File: config.mk
export PLATFORM = sky130hd
export DESIGN_NAME = pls_spi_port
export DESIGN_NICKNAME = d
export VERILOG_FILES = /design/src/pls_pkg.sv /design/src/pls_spi_port.sv
export SDC_FILE = /design/constraint.sdc
export NUM_CORES = 1
export LEC_CHECK = 0
export BUFFER_PORTS_ARGS = -buffer_cell sky130_fd_sc_hd__buf_2
export CAP_MARGIN = 15
export CELL_PAD_IN_SITES_DETAIL_PLACEMENT = 0
export CELL_PAD_IN_SITES_GLOBAL_PLACEMENT = 1
export CORE_MARGIN = 1
export CORE_UTILIZATION = 50
export DETAILED_ROUTE_END_ITERATION = 10
export GPL_TIMING_DRIVEN = 0
export PLACE_DENSITY = 0.92
export SLEW_MARGIN = 20
export SYNTH_ARGS = -nofsm -noshare
export SYNTH_HDL_FRONTEND = slang
export SYNTH_SLANG_ARGS = --single-unit
File: constraint.sdc
create_clock -name clk_i -period 7.05 [get_ports clk_i]
set_input_delay 1.41 -clock clk_i [delete_from_list [all_inputs] [get_ports clk_i]]
set_output_delay 1.41 -clock clk_i [all_outputs]
set_load 0.01 [all_outputs]
File: src/pls_pkg.sv
// Package of constants for the powerline SPI host port.
`default_nettype none
package pls_pkg;
   // ---------------------------------------------------------------
   // Command opcodes
   // ---------------------------------------------------------------
   localparam logic [7:0] CMD_TX_OPEN_0 = 8'h04;
   localparam logic [7:0] CMD_TX_OPEN_1 = 8'h14;
   localparam logic [7:0] CMD_TX_OPEN_2 = 8'h24;
   localparam logic [7:0] CMD_TX_OPEN_3 = 8'h34;
   localparam logic [7:0] CMD_FRAME_CLOSE = 8'h0F;
   localparam logic [7:0] CMD_RX_FETCH = 8'h0B;
   localparam logic [7:0] CMD_REG_WRITE = 8'hF5;
   localparam logic [7:0] CMD_REG_READ = 8'hFD;
   localparam logic [7:0] CMD_STATUS_READ = 8'h01;
   localparam logic [7:0] CMD_ERROR_READ = 8'h11;
   // ---------------------------------------------------------------
   // Status and error bit positions
   // ---------------------------------------------------------------
   localparam int ST_RX_FRAME_END = 2;
   localparam int ST_RX_NOT_EMPTY = 3;
   localparam int ST_RX_EMPTY = 4;
   localparam int ST_EOF = 5;
   localparam int ST_NULL_FRAME = 6;
   localparam int ST_ERROR = 7;
   localparam int ER_RX_OVF = 1;
   localparam int ER_TX_OVF = 2;
   localparam int ER_ILLEGAL = 3;
   // ---------------------------------------------------------------
   // Configuration register map and reset values
   // ---------------------------------------------------------------
   localparam logic [7:0] REG_CARRIER = 8'h00;
   localparam logic [7:0] REG_IRQ_ENABLE = 8'h04;
   localparam logic [7:0] CARRIER_RESET = 8'h41;
   localparam logic [7:0] IRQ_ENABLE_RESET = 8'hBF;
   localparam logic [7:0] FILL_BYTE = 8'hFF;
   // ---------------------------------------------------------------
   // Command state
   // ---------------------------------------------------------------
   typedef enum logic [2:0] {
      PLS_IDLE = 3'b000,
      PLS_CMD = 3'b001,
      PLS_ADDR = 3'b010,
      PLS_DATA = 3'b011,
      PLS_STREAM = 3'b100,
      PLS_DEAD = 3'b101
   } pls_state_t;
endpackage
`default_nettype wire

File: src/pls_spi_port.sv
// SPI slave host port: command decode, registers, status and error bytes.
//
// Overview of operation
// - Error byte: bit1 rx overflow, bit2 tx overflow, bit3 illegal command.
// - Opcode 0x11 then eight clocks shift out the error byte.
// - Chip select rising after error read clears error-caused interrupt.
// - Carrier setting resets to its 13 MHz default code.
// - 0xF5, address, data; data stored when chip select rises.
// - 0xFD, address, dummy; addressed register value shifted out.
// - Frame opened by open opcode, closed by separate 0x0F transaction.
// - During transmit payload bytes the status byte is shifted out.
// - Frame-end sets status bit 2 and interrupt; status read drops it.
// - Last byte fetched by 0x0B raises EOF and interrupt again.
// - Threshold reached sets status bit 3 even with frame incomplete.
// - Frame completion during a fetch raises interrupt mid-fetch.
// - Empty frame, if enabled, sets bit 6 and interrupt.
// - Frame-end set only by an rx_frame_done_i pulse; an EOF does not re-raise it.
// - Port pins: data in, data out, serial clock, interrupt, chip select.
// - First byte after select fall is command; extras ignored.
// - Open opcodes 0x04/14/24/34 select codec 0 to 3.
`default_nettype none
module pls_spi_port
   import pls_pkg::*;
(
   input wire logic clk_i,              // System clock, 20 MHz
   input wire logic rstn_i,             // Asynchronous reset, active low
   input wire logic host_chip_select_n_i, // Chip select from host, active low
   input wire logic host_sclk_i,        // Serial clock from host
   input wire logic host_serial_in_i,   // Serial data from host
   output logic host_serial_out_o,      // Serial data to host
   output logic host_irq_o,             // Interrupt to host, active high
   input wire logic rx_frame_done_i,    // Pulse: complete frame entered rx FIFO
   input wire logic rx_thresh_i,        // Pulse: rx count reached threshold
   input wire logic rx_empty_i,         // Level: rx FIFO empty
   input wire logic rx_last_byte_i,     // Level: head byte ends its frame
   input wire logic [7:0] rx_data_i,    // Head byte of rx FIFO
   output logic rx_pop_o,               // Pulse: one rx byte taken
   input wire logic null_frame_i,       // Pulse: empty frame received
   input wire logic [1:0] tx_status_i,  // Tx almost-empty/almost-full bits
   input wire logic rx_ovf_i,           // Pulse: rx FIFO overflow
   input wire logic tx_ovf_i,           // Pulse: tx FIFO overflow
   output logic tx_open_o,              // Pulse: frame opened
   output logic [1:0] tx_codec_o,       // Codec of opened frame
   output logic tx_push_o,              // Pulse: payload byte valid
   output logic [7:0] tx_data_o,        // Payload byte
   output logic tx_close_o,             // Pulse: frame closed
   output logic [7:0] carrier_o,        // Carrier setting
   output logic [7:0] irq_enable_o      // Interrupt enable mask
);
   // ---------------------------------------------------------------
   // Input synchronisers and edge detection
   // ---------------------------------------------------------------
   logic [1:0] cs_sync, sck_sync, din_sync;
   logic cs_d, sck_d;
   always_ff @(posedge clk_i or negedge rstn_i) begin
      if (!rstn_i) begin
         cs_sync <= 2'b11;
         sck_sync <= 2'b00;
         din_sync <= 2'b00;
         cs_d <= 1'b1;
         sck_d <= 1'b0;
      end else begin
         cs_sync <= {cs_sync[0], host_chip_select_n_i};
         sck_sync <= {sck_sync[0], host_sclk_i};
         din_sync <= {din_sync[0], host_serial_in_i};
         cs_d <= cs_sync[1];
         sck_d <= sck_sync[1];
      end
   end
   wire cs_n = cs_sync[1];
   wire cs_rise = cs_n & ~cs_d;
   wire sck_rise = ~cs_n & sck_sync[1] & ~sck_d;
   wire sck_fall = ~cs_n & ~sck_sync[1] & sck_d;

   // ---------------------------------------------------------------
   // Command engine
   // ---------------------------------------------------------------
   pls_state_t state, next_state;
   logic [7:0] cmd, next_cmd, addr, next_addr, wdata, next_wdata;
   logic [7:0] shin, next_shin, shout, next_shout;
   logic [2:0] bitcnt, next_bitcnt;
   logic wpend, next_wpend, errpend, next_errpend;
   logic [7:0] carrier, next_carrier, irq_en, next_irq_en;
   logic [7:0] status, next_status, err, next_err;
   logic [7:0] status_view;
   logic byte_done, load, pop, push, open_p, close_p, st_clr;
   logic [7:0] rx_byte;
   logic next_dout, dout;

   assign rx_byte = {shin[6:0], din_sync[1]};
   assign byte_done = sck_rise && bitcnt == 3'd7;
   // Rx-empty and tx status bits are live, the rest are sticky events.
   assign status_view = {err != 8'h00 ? 1'b1 : 1'b0, status[6:5], rx_empty_i,
      status[3:2], tx_status_i};

   function automatic logic is_open(input logic [7:0] c);
      is_open = c == CMD_TX_OPEN_0 || c == CMD_TX_OPEN_1 ||
         c == CMD_TX_OPEN_2 || c == CMD_TX_OPEN_3;
   endfunction

   always_comb begin
      next_state = state;
      next_cmd = cmd;
      next_addr = addr;
      next_wdata = wdata;
      next_shin = shin;
      next_shout = shout;
      next_bitcnt = bitcnt;
      next_wpend = wpend;
      next_errpend = errpend;
      next_carrier = carrier;
      next_irq_en = irq_en;
      next_dout = dout;
      load = 1'b0;
      pop = 1'b0;
      push = 1'b0;
      open_p = 1'b0;
      close_p = 1'b0;
      st_clr = 1'b0;
      if (sck_rise) begin
         next_shin = rx_byte;
         next_bitcnt = bitcnt + 3'd1;
      end
      if (sck_fall) begin
         next_dout = shout[7];
         next_shout = {shout[6:0], 1'b1};
      end
      case (state)
         PLS_IDLE: begin
            if (!cs_n) begin
               next_state = PLS_CMD;
               next_bitcnt = 3'd0;
               next_shout = FILL_BYTE;
            end
         end
         PLS_CMD: begin
            if (byte_done) begin
               next_cmd = rx_byte;
               load = 1'b1;
               next_state = PLS_DEAD;
               if (is_open(rx_byte)) begin
                  open_p = 1'b1;
                  next_shout = status_view;
                  next_state = PLS_STREAM;
               end else if (rx_byte == CMD_FRAME_CLOSE) begin
                  close_p = 1'b1;
               end else if (rx_byte == CMD_RX_FETCH) begin
                  next_shout = rx_empty_i ? FILL_BYTE : rx_data_i;
                  pop = ~rx_empty_i;
                  next_state = PLS_STREAM;
               end else if (rx_byte == CMD_REG_WRITE || rx_byte == CMD_REG_READ) begin
                  next_state = PLS_ADDR;
               end else if (rx_byte == CMD_STATUS_READ) begin
                  next_shout = status_view;
                  st_clr = 1'b1;
               end else if (rx_byte == CMD_ERROR_READ) begin
                  next_shout = err;
                  next_errpend = 1'b1;
               end
            end
         end
         PLS_ADDR: begin
            if (byte_done) begin
               next_addr = rx_byte;
               if (cmd == CMD_REG_READ) begin
                  next_shout = rx_byte == REG_CARRIER ? carrier :
                     rx_byte == REG_IRQ_ENABLE ? irq_en : 8'h00;
                  next_state = PLS_DEAD;
               end else begin
                  next_state = PLS_DATA;
               end
            end
         end
         PLS_DATA: begin
            if (byte_done) begin
               next_wdata = rx_byte;
               next_wpend = 1'b1;
               next_state = PLS_DEAD;
            end
         end
         PLS_STREAM: begin
            if (byte_done) begin
               if (cmd == CMD_RX_FETCH) begin
                  next_shout = rx_empty_i ? FILL_BYTE : rx_data_i;
                  pop = ~rx_empty_i;
               end else begin
                  push = 1'b1;
                  next_shout = status_view;
               end
            end
         end
         default: ;
      endcase
      if (cs_rise) begin
         next_state = PLS_IDLE;
         next_wpend = 1'b0;
         next_errpend = 1'b0;
         if (wpend && addr == REG_CARRIER) next_carrier = wdata;
         if (wpend && addr == REG_IRQ_ENABLE) next_irq_en = wdata;
      end
   end

   // ---------------------------------------------------------------
   // Sticky status and error bytes; a new event beats a clear.
   // ---------------------------------------------------------------
   logic eof_ev;
   assign eof_ev = pop && rx_last_byte_i;
   always_comb begin
      next_status = st_clr ? 8'h00 : status;
      next_status[ST_RX_FRAME_END] = next_status[ST_RX_FRAME_END] | rx_frame_done_i;
      next_status[ST_RX_NOT_EMPTY] = next_status[ST_RX_NOT_EMPTY] | rx_thresh_i;
      next_status[ST_EOF] = next_status[ST_EOF] | eof_ev;
      next_status[ST_NULL_FRAME] = next_status[ST_NULL_FRAME] |
         (null_frame_i & irq_en[ST_NULL_FRAME]);
      next_err = (cs_rise && errpend) ? 8'h00 : err;
      next_err[ER_RX_OVF] = next_err[ER_RX_OVF] | rx_ovf_i;
      next_err[ER_TX_OVF] = next_err[ER_TX_OVF] | tx_ovf_i;
      next_err[ER_ILLEGAL] = next_err[ER_ILLEGAL] | (load && !is_open(rx_byte) &&
         rx_byte != CMD_FRAME_CLOSE && rx_byte != CMD_RX_FETCH &&
         rx_byte != CMD_REG_WRITE && rx_byte != CMD_REG_READ &&
         rx_byte != CMD_STATUS_READ && rx_byte != CMD_ERROR_READ);
   end

   always_ff @(posedge clk_i or negedge rstn_i) begin
      if (!rstn_i) begin
         state <= PLS_IDLE;
         cmd <= 8'h00;
         addr <= 8'h00;
         wdata <= 8'h00;
         shin <= 8'h00;
         shout <= FILL_BYTE;
         bitcnt <= 3'd0;
         wpend <= 1'b0;
         errpend <= 1'b0;
         carrier <= CARRIER_RESET;
         irq_en <= IRQ_ENABLE_RESET;
         status <= 8'h00;
         err <= 8'h00;
         dout <= 1'b1;
         tx_open_o <= 1'b0;
         tx_codec_o <= 2'b00;
         tx_push_o <= 1'b0;
         tx_data_o <= 8'h00;
         tx_close_o <= 1'b0;
         rx_pop_o <= 1'b0;
      end else begin
         state <= next_state;
         cmd <= next_cmd;
         addr <= next_addr;
         wdata <= next_wdata;
         shin <= next_shin;
         shout <= next_shout;
         bitcnt <= next_bitcnt;
         wpend <= next_wpend;
         errpend <= next_errpend;
         carrier <= next_carrier;
         irq_en <= next_irq_en;
         status <= next_status;
         err <= next_err;
         dout <= next_dout;
         tx_open_o <= open_p;
         if (open_p) tx_codec_o <= rx_byte[5:4];
         tx_push_o <= push;
         if (push) tx_data_o <= rx_byte;
         tx_close_o <= close_p;
         rx_pop_o <= pop;
      end
   end

   assign host_serial_out_o = dout;
   assign host_irq_o = |(status_view & irq_en & 8'hE4) | (err != 8'h00);
   assign carrier_o = carrier;
   assign irq_enable_o = irq_en;

   // ---------------------------------------------------------------
   // Checks
   // ---------------------------------------------------------------
   AST_STATUS_CLR: assert property (@(posedge clk_i) disable iff (!rstn_i)
      st_clr && !rx_frame_done_i |=> !status[ST_RX_FRAME_END])
      else $error("status not cleared by read");
   AST_FRAME_SET: assert property (@(posedge clk_i) disable iff (!rstn_i)
      rx_frame_done_i |=> status[ST_RX_FRAME_END] &&
      (host_irq_o || !irq_en[ST_RX_FRAME_END]))
      else $error("frame end not latched");
   AST_EOF: assert property (@(posedge clk_i) disable iff (!rstn_i)
      pop && rx_last_byte_i |=> status[ST_EOF])
      else $error("eof not latched");
   AST_ERR_CLR: assert property (@(posedge clk_i) disable iff (!rstn_i)
      cs_rise && errpend && !rx_ovf_i && !tx_ovf_i |=> err == 8'h00)
      else $error("error byte not cleared");
   AST_CMD_ONLY_FIRST: assert property (@(posedge clk_i) disable iff (!rstn_i)
      state == PLS_DEAD && byte_done |=> !tx_open_o && !tx_close_o && !rx_pop_o &&
      err[ER_ILLEGAL] == $past(err[ER_ILLEGAL]))
      else $error("command taken after first byte");
   AST_CODEC: assert property (@(posedge clk_i) disable iff (!rstn_i)
      open_p |=> tx_open_o && tx_codec_o == $past(rx_byte[5:4]))
      else $error("codec mismatch");
   AST_WRITE: assert property (@(posedge clk_i) disable iff (!rstn_i)
      cs_rise && wpend && addr == REG_CARRIER |=> carrier == $past(wdata))
      else $error("register write lost");
   AST_IDLE_ON_CS: assert property (@(posedge clk_i) disable iff (!rstn_i)
      cs_rise |=> state == PLS_IDLE ##1 !(tx_push_o || rx_pop_o))
      else $error("not idle after chip select rise");
   AST_NULL: assert property (@(posedge clk_i) disable iff (!rstn_i)
      null_frame_i && irq_en[ST_NULL_FRAME] |=> status[ST_NULL_FRAME] && host_irq_o)
      else $error("null frame not flagged");
   AST_THRESH: assert property (@(posedge clk_i) disable iff (!rstn_i)
      rx_thresh_i |=> status[ST_RX_NOT_EMPTY])
      else $error("threshold not flagged");
endmodule
`default_nettype wire
**Word-level counts from Yosys, hierarchy flattened**

Index checks and enable logic that the tools add are counted.

- Muxes and demuxes: 72
- Equal/unequal tests: 33
- Reductions and logical operators: 35
- Add/sub/neg operators: 1
- Bitwise gates (word level): 20

Operator list:

| cell | count |
|---|---|
| $mux 8 | 16 |
| $mux 3 | 13 |
| $mux 1 | 38 |
| $pmux 8 s4 | 1 |
| $eq 8x4->1 const B | 3 |
| $eq 8x8->1 const B | 3 |
| $eq 8x3->1 const B | 2 |
| $eq 8x5->1 const B | 2 |
| $eq 8x6->1 const B | 2 |
| $logic_not 8->1 | 2 |
| $ne 8x4->1 const B | 2 |
| $ne 8x8->1 const B | 2 |
| $logic_and 1x1->1 | 12 |
| $ne 3x3->1 const B | 4 |
| $pmux 3 s4 | 1 |
| $reduce_and 2->1 | 6 |
| $ne 2x2->1 const B | 5 |
| $and 8x8->8 | 1 |
| $eq 8x1->1 const B | 1 |
| $ne 8x1->1 const B | 1 |
| $ne 8x5->1 const B | 1 |
| $or 1x1->1 | 8 |
| $reduce_and 8->1 | 1 |
| $reduce_bool 2->1 | 4 |
| other kinds (16) | 30 |

- Input bits: 22
- Output and inout bits: 32
- Word-level logic and storage cells: 186
- Register bits after elaboration: 93

**Longest topological paths before layout**

- Depth after elaboration: 14
- Depth in mapped cells: 9
- Gate-level depth less buffers: 8

**Worst setup path before layout**

Ideal clock, no wire load.

- Path kind: reg-to-reg
- Start: register cs_sync[1]
- End: register shout[4]
- Library setup time: 0.068 ns
- Cell stages (with the launch flop): 9
- Arrival time: 2.273 ns
- Setup slack: 4.709 ns
- Period minus slack after synthesis: 2.341 ns
- Required time: 6.982 ns
- Path buffers: 2
- Cell sequence: dfstp_2 or3b_1 buf_2 or4_4 buf_6 or4_4 nand3_2 o32ai_1 nor2_1

- Cells in the longest elaborated chain, start to end: 12
- Elaborated cells on any way between the ends: 19
- Those cells by class: mux: 13; bitwise: 5; reduce/logical: 1

Ends and longest elaborated chain:

| item | RTL line | source |
|---|---|---|
| from (decl) | pls_spi_port.sv:53 | `logic [1:0] cs_sync, sck_sync, din_sync;` |
| from (signal assigned) | pls_spi_port.sv:63 | `cs_sync <= {cs_sync[0], host_chip_select_n_i};` |
| $not 1->1 | pls_spi_port.sv:72, pls_spi_port.sv:73 |  |
| $and 1x1->1 (2 in series) | pls_spi_port.sv:73 | `wire sck_fall = ~cs_n & ~sck_sync[1] & sck_d;` |
| $mux 8 | pls_spi_port.sv:124 | `if (sck_fall) begin` |
| $mux 8 | pls_spi_port.sv:156 | `end else if (rx_byte == CMD_ERROR_READ) begin` |
| $mux 8 | pls_spi_port.sv:153 | `end else if (rx_byte == CMD_STATUS_READ) begin` |
| $mux 8 | pls_spi_port.sv:151 | `end else if (rx_byte == CMD_REG_WRITE \|\| rx_byte == CMD_REG_READ) begin` |
| $mux 8 | pls_spi_port.sv:147 | `end else if (rx_byte == CMD_RX_FETCH) begin` |
| $mux 8 | pls_spi_port.sv:145 | `end else if (rx_byte == CMD_FRAME_CLOSE) begin` |
| $mux 8 | pls_spi_port.sv:141 | `if (is_open(rx_byte)) begin` |
| $mux 8 | pls_spi_port.sv:137 | `if (byte_done) begin` |
| $pmux 8 s4 (*) | pls_spi_port.sv:128 | `case (state)` |
| net next_shout[4] | pls_spi_port.sv:80 | `logic [7:0] shin, next_shin, shout, next_shout;` |
| to (signal assigned) | pls_spi_port.sv:252 | `shout <= next_shout;` |
| to (decl) | pls_spi_port.sv:80 |  |

The timed path passes the listed nets; every way through them passes the cells marked *.
A chain may end at the register's enable or synchronous reset.

**Final worst setup path**

- Start: register bitcnt[0]
- End: register wdata[4]

- Cells in the longest elaborated chain, start to end: 3

Ends and longest elaborated chain:

| item | RTL line | source |
|---|---|---|
| from (decl) | pls_spi_port.sv:81 | `logic [2:0] bitcnt, next_bitcnt;` |
| from (signal assigned) | pls_spi_port.sv:253 | `bitcnt <= next_bitcnt;` |
| $eq 3x3->1 | pls_spi_port.sv:91 | `assign byte_done = sck_rise && bitcnt == 3'd7;` |
| $logic_and 1x1->1 | pls_spi_port.sv:91 |  |
| $reduce_and 2->1 (no line) | -- |  |
| to (signal assigned) | pls_spi_port.sv:250 | `wdata <= next_wdata;` |
| to (decl) | pls_spi_port.sv:79 | `logic [7:0] cmd, next_cmd, addr, next_addr, wdata, next_wdata;` |

Every way passes these cells.

==> summary.txt <==
Timing
  • Worst Skew: 0.0142 ns
  • Final setup fails: 0
  • Fmax: 0.328 GHz
  • Slew Viols, Final: 0
  • Setup TNS: 0 ns
  • Fin crit share: 43.2%
  • Slew margin rel.: 30.0%
  • RSZ-0062 raised after global routing: false
  • Min Hold Slack: 0.352 ns
  • Final hold vios: 0
  • Worst Tran Pin Value: 1.05 ns
  • Final min period: 3.05 ns

Clock network
  • Worst skew pair latency: 0.37 ns
  • CTS hold repair buffers: 0
  • Num CTS Buffers: 9
  • Clock-pin slew on the worst setup and hold paths: 0.11 ns
  • Clock sinks: 93
  • # resized after CTS: 0
  • Root Buffer Master: clkbuf_8
  • CTS H-tree lvls: 3
  • Setup Buffers After CTS: 0
  • CTS tree: yes
  • Worst-case clock buffer depth: 2

Route
  • DRT antenna net count: 0
  • DRC violations left: 0
  • Total routed wirelength: 13.2 mm
  • First drt pass iteration count: 5
  • Vias/cell: 6.07
  • Total number of vias: 3945
  • Iter 0 DRT Violations: 319
  • Wire per inst: 20.3 µm

Setup path
  • R2R Path End: wdata[4]
  • Worst path required time: 7.30 ns
  • CP Cell Sequence: ha_1 > ha_1 > nor4bb_1 > nand2b_1 > clkbuf_1 > nor2_1 > mux2_2
  • CP Launch Point: bitcnt[0]
  • CP max stage delay: 0.84 ns
  • Worst r2r src: bitcnt[0]
  • Worst r2r path cells: 7
  • Flop2flop setup slack: 4.00 ns
  • CP Launch Type: flip-flop
  • Critical path peak fanout: 9
  • Worst path most repeated cell: ha_1
  • Critical Path AT: 3.30 ns
  • Critical path class: reg -> reg
  • Slowest CP cell: nor2_1
  • Critical path endpoint category: flip-flop

Power and ir drop
  • Leakage: 2.48 nW
  • VDD IR-drop max: 0.134 mV
  • Pwr Total: 1.40 mW
  • PD cells: 256 nW/µm²

Cells and area
  • Synth-to-Final Area Change: 13.2%
  • Seq. cell area: 2350 µm²
  • Area of the multi-input gates: 2330 µm²
  • Layout Cells excl Fill: 650
  • Fin area: 5470 µm²
  • Final #Nets: 540
  • Layout cells sized above 1: 30.1%
  • # fillers: 823
  • ANT cells: 0

Synthesis
  • Net Count, Synth: 475
  • Ys flop type: dfrtp_1
  • Post-synth EDFFs: 0
  • Cell variety after synth: 70
  • Sequential share of the synthesized area: 48.7%
  • Async SR Flop Fraction: 100%
  • Mapped Area: 4830 µm²
  • Synth Instances: 451
  • YS warnings: 0
  • FF+latch count, synth: 93
  • Average size of a mapped cell: 10.7 µm²

Worst hold path
  • Worst hold path depth: 0
  • Worst Hold Class: reg -> reg
  • End point of the worst hold path: din_sync[1]
  • HP Start: din_sync[0]

Placement
  • Placed Cells: 634
  • IO buf count: 53
  • Post-detailed-placement half-perimeter wirelength: 9.62 mm
  • Instance area at placement: 5280 µm²
  • RePlAce Congestion: 0.945

Floorplanning
  • Chip width: 100 µm
  • DIE AREA: 10100 µm²
  • # IOs: 54
  • Starting Density: 52.1%
  • Core area: 9280 µm²
  • Die H: 100 µm
  • Core Rows: 35

Global route
  • Largest net degree at the start of global routing: 58
  • First-pass GRT wire length: 21.2 mm
  • Grt total ovfl: 0
  • Total track usage: 27.8%
  • Vias in the first global route: 3821
  • Antenna violations before repair: 0

Status
  • Status: finished, final reports clean

Run
  • Maximum Capacitance Violations: 0
where the power goes:
group | total, mW | internal, mW | switching, mW
logic | 0.407 | 0.154 | 0.254
clock network | 0.348 | 0.137 | 0.211
registers | 0.643 | 0.602 | 0.0404
total | 1.40 | 0.893 | 0.505
cells by family (layout without fill, tap and decap cells):
| group | count (synthesis) | count (layout) | share of synthesized area (%) |
|---|---|---|---|
| simple gates | 126 | 126 | 13.7 |
| flops | 93 | 93 | 48.7 |
| mux | 75 | 75 | 17.2 |
| buf+inv | 38 | 108 | 3.13 |
| fa+ha+maj | 3 | 3 | 0.725 |
| xor+xnor | 2 | 2 | 0.362 |
| compound gates | 114 | 114 | 16.2 |
through the flow:
step,utilization [%],worst slack (ns)
2_1_floorplan,-,4.71
3_3_place_gp,56.7,3.78
3_5_place_dp,56.9,4.09
4_1_cts,58.9,4.06
5_1_grt,58.9,3.83
6_report,58.9,4.00
layer usage:
layer	global-route usage (%)	wire [µm]
met1	39.0	5920
met2	44.2	6190
met3	5.08	747
met4	8.47	313
met5	0	0
cell type report:
class,instances,area share [%]
buffer,29,2.15
tap,129,2.95
multi-input combinational,320,42.6
clock buffer,9,2.26
inverter,9,0.618
clock inverter,7,1.17
sequential,93,43.0
timing repair buffer,54,5.26
layout by cell type, fill, tap and decap left out, types with 8 or more instances in the layout:
cell type / count
mux2_2: 57
buf_2: 53
a21oi_1: 20
nand3_1: 8
nand2_1: 19
clkbuf_8: 9
dfrtp_1: 72
a21o_1: 9
inv_1: 9
dfstp_2: 21
o21ai_0: 20
mux2i_1: 11
clkbuf_1: 26
nor3_1: 8
nor2_1: 46
sequential cells by signal, summed over array words and instances (netlist names), 4 cells and up, named ones only:
name          cells
shout             8
addr              8
carrier_o         8
status            4
cmd               8
irq_enable_o      8
shin              7
tx_data_o         8
wdata             8
synthesized netlist by cell type, drive strengths merged (2+ instances only):
| cell type | n | area (µm²) |
|---|---|---|
| a211oi | 7 | 52.6 |
| a2bb2oi | 2 | 17.5 |
| inv | 9 | 33.8 |
| nor3 | 9 | 50.1 |
| dfrtp | 72 | 1800 |
| o22a | 3 | 26.3 |
| a21o | 9 | 67.6 |
| nor3b | 3 | 27.5 |
| nor4 | 3 | 18.8 |
| o21bai | 4 | 30.0 |
| and2 | 2 | 12.5 |
| mux2i | 11 | 110 |
| o21a | 2 | 15.0 |
| nand4b | 2 | 17.5 |
| dfstp | 21 | 552 |
| clkbuf | 26 | 97.6 |
| o311ai | 5 | 43.8 |
| nand2b | 7 | 43.8 |
| a21oi | 20 | 100 |
| nand2 | 19 | 71.3 |
| ha | 2 | 25.0 |
| o32ai | 6 | 52.6 |
| o21ai | 24 | 120 |
| nand3 | 9 | 50.1 |
| or3b | 2 | 17.5 |
| nor2 | 46 | 173 |
| nor4b | 2 | 17.5 |
| a22o | 2 | 17.5 |
| xnor2 | 2 | 17.5 |
| mux2 | 64 | 721 |
| and3 | 2 | 12.5 |
| or2 | 5 | 31.3 |
| nand4 | 3 | 18.8 |
| or3 | 3 | 18.8 |
| a22oi | 4 | 30.0 |
| o31ai | 2 | 15.0 |
| buf | 3 | 20.0 |
| or4 | 4 | 37.5 |
| a32oi | 4 | 35.0 |
| a31oi | 7 | 43.8 |
critical path: cells and delay by family (launching register included):
kind                     cells  cell delay, ns
AND/OR/NAND/NOR              3            1.55
multiplexers                 1            0.42
buffers and inverters        1            0.22
flip-flops                   1            0.39
adder cells (fa/ha/maj)      2            0.34
how the worst max path moves through the flow:
stage,to,slack (ns),cells after the start
global route,wdata[4],3.83,7
detailed placement,carrier_o[7],4.09,6
finish,wdata[4],4.00,7
floorplan,shout[4],4.71,8
global placement,carrier_o[2],3.78,1
CTS,carrier_o[1],4.06,6
Power figures use the tool's default switching activity.
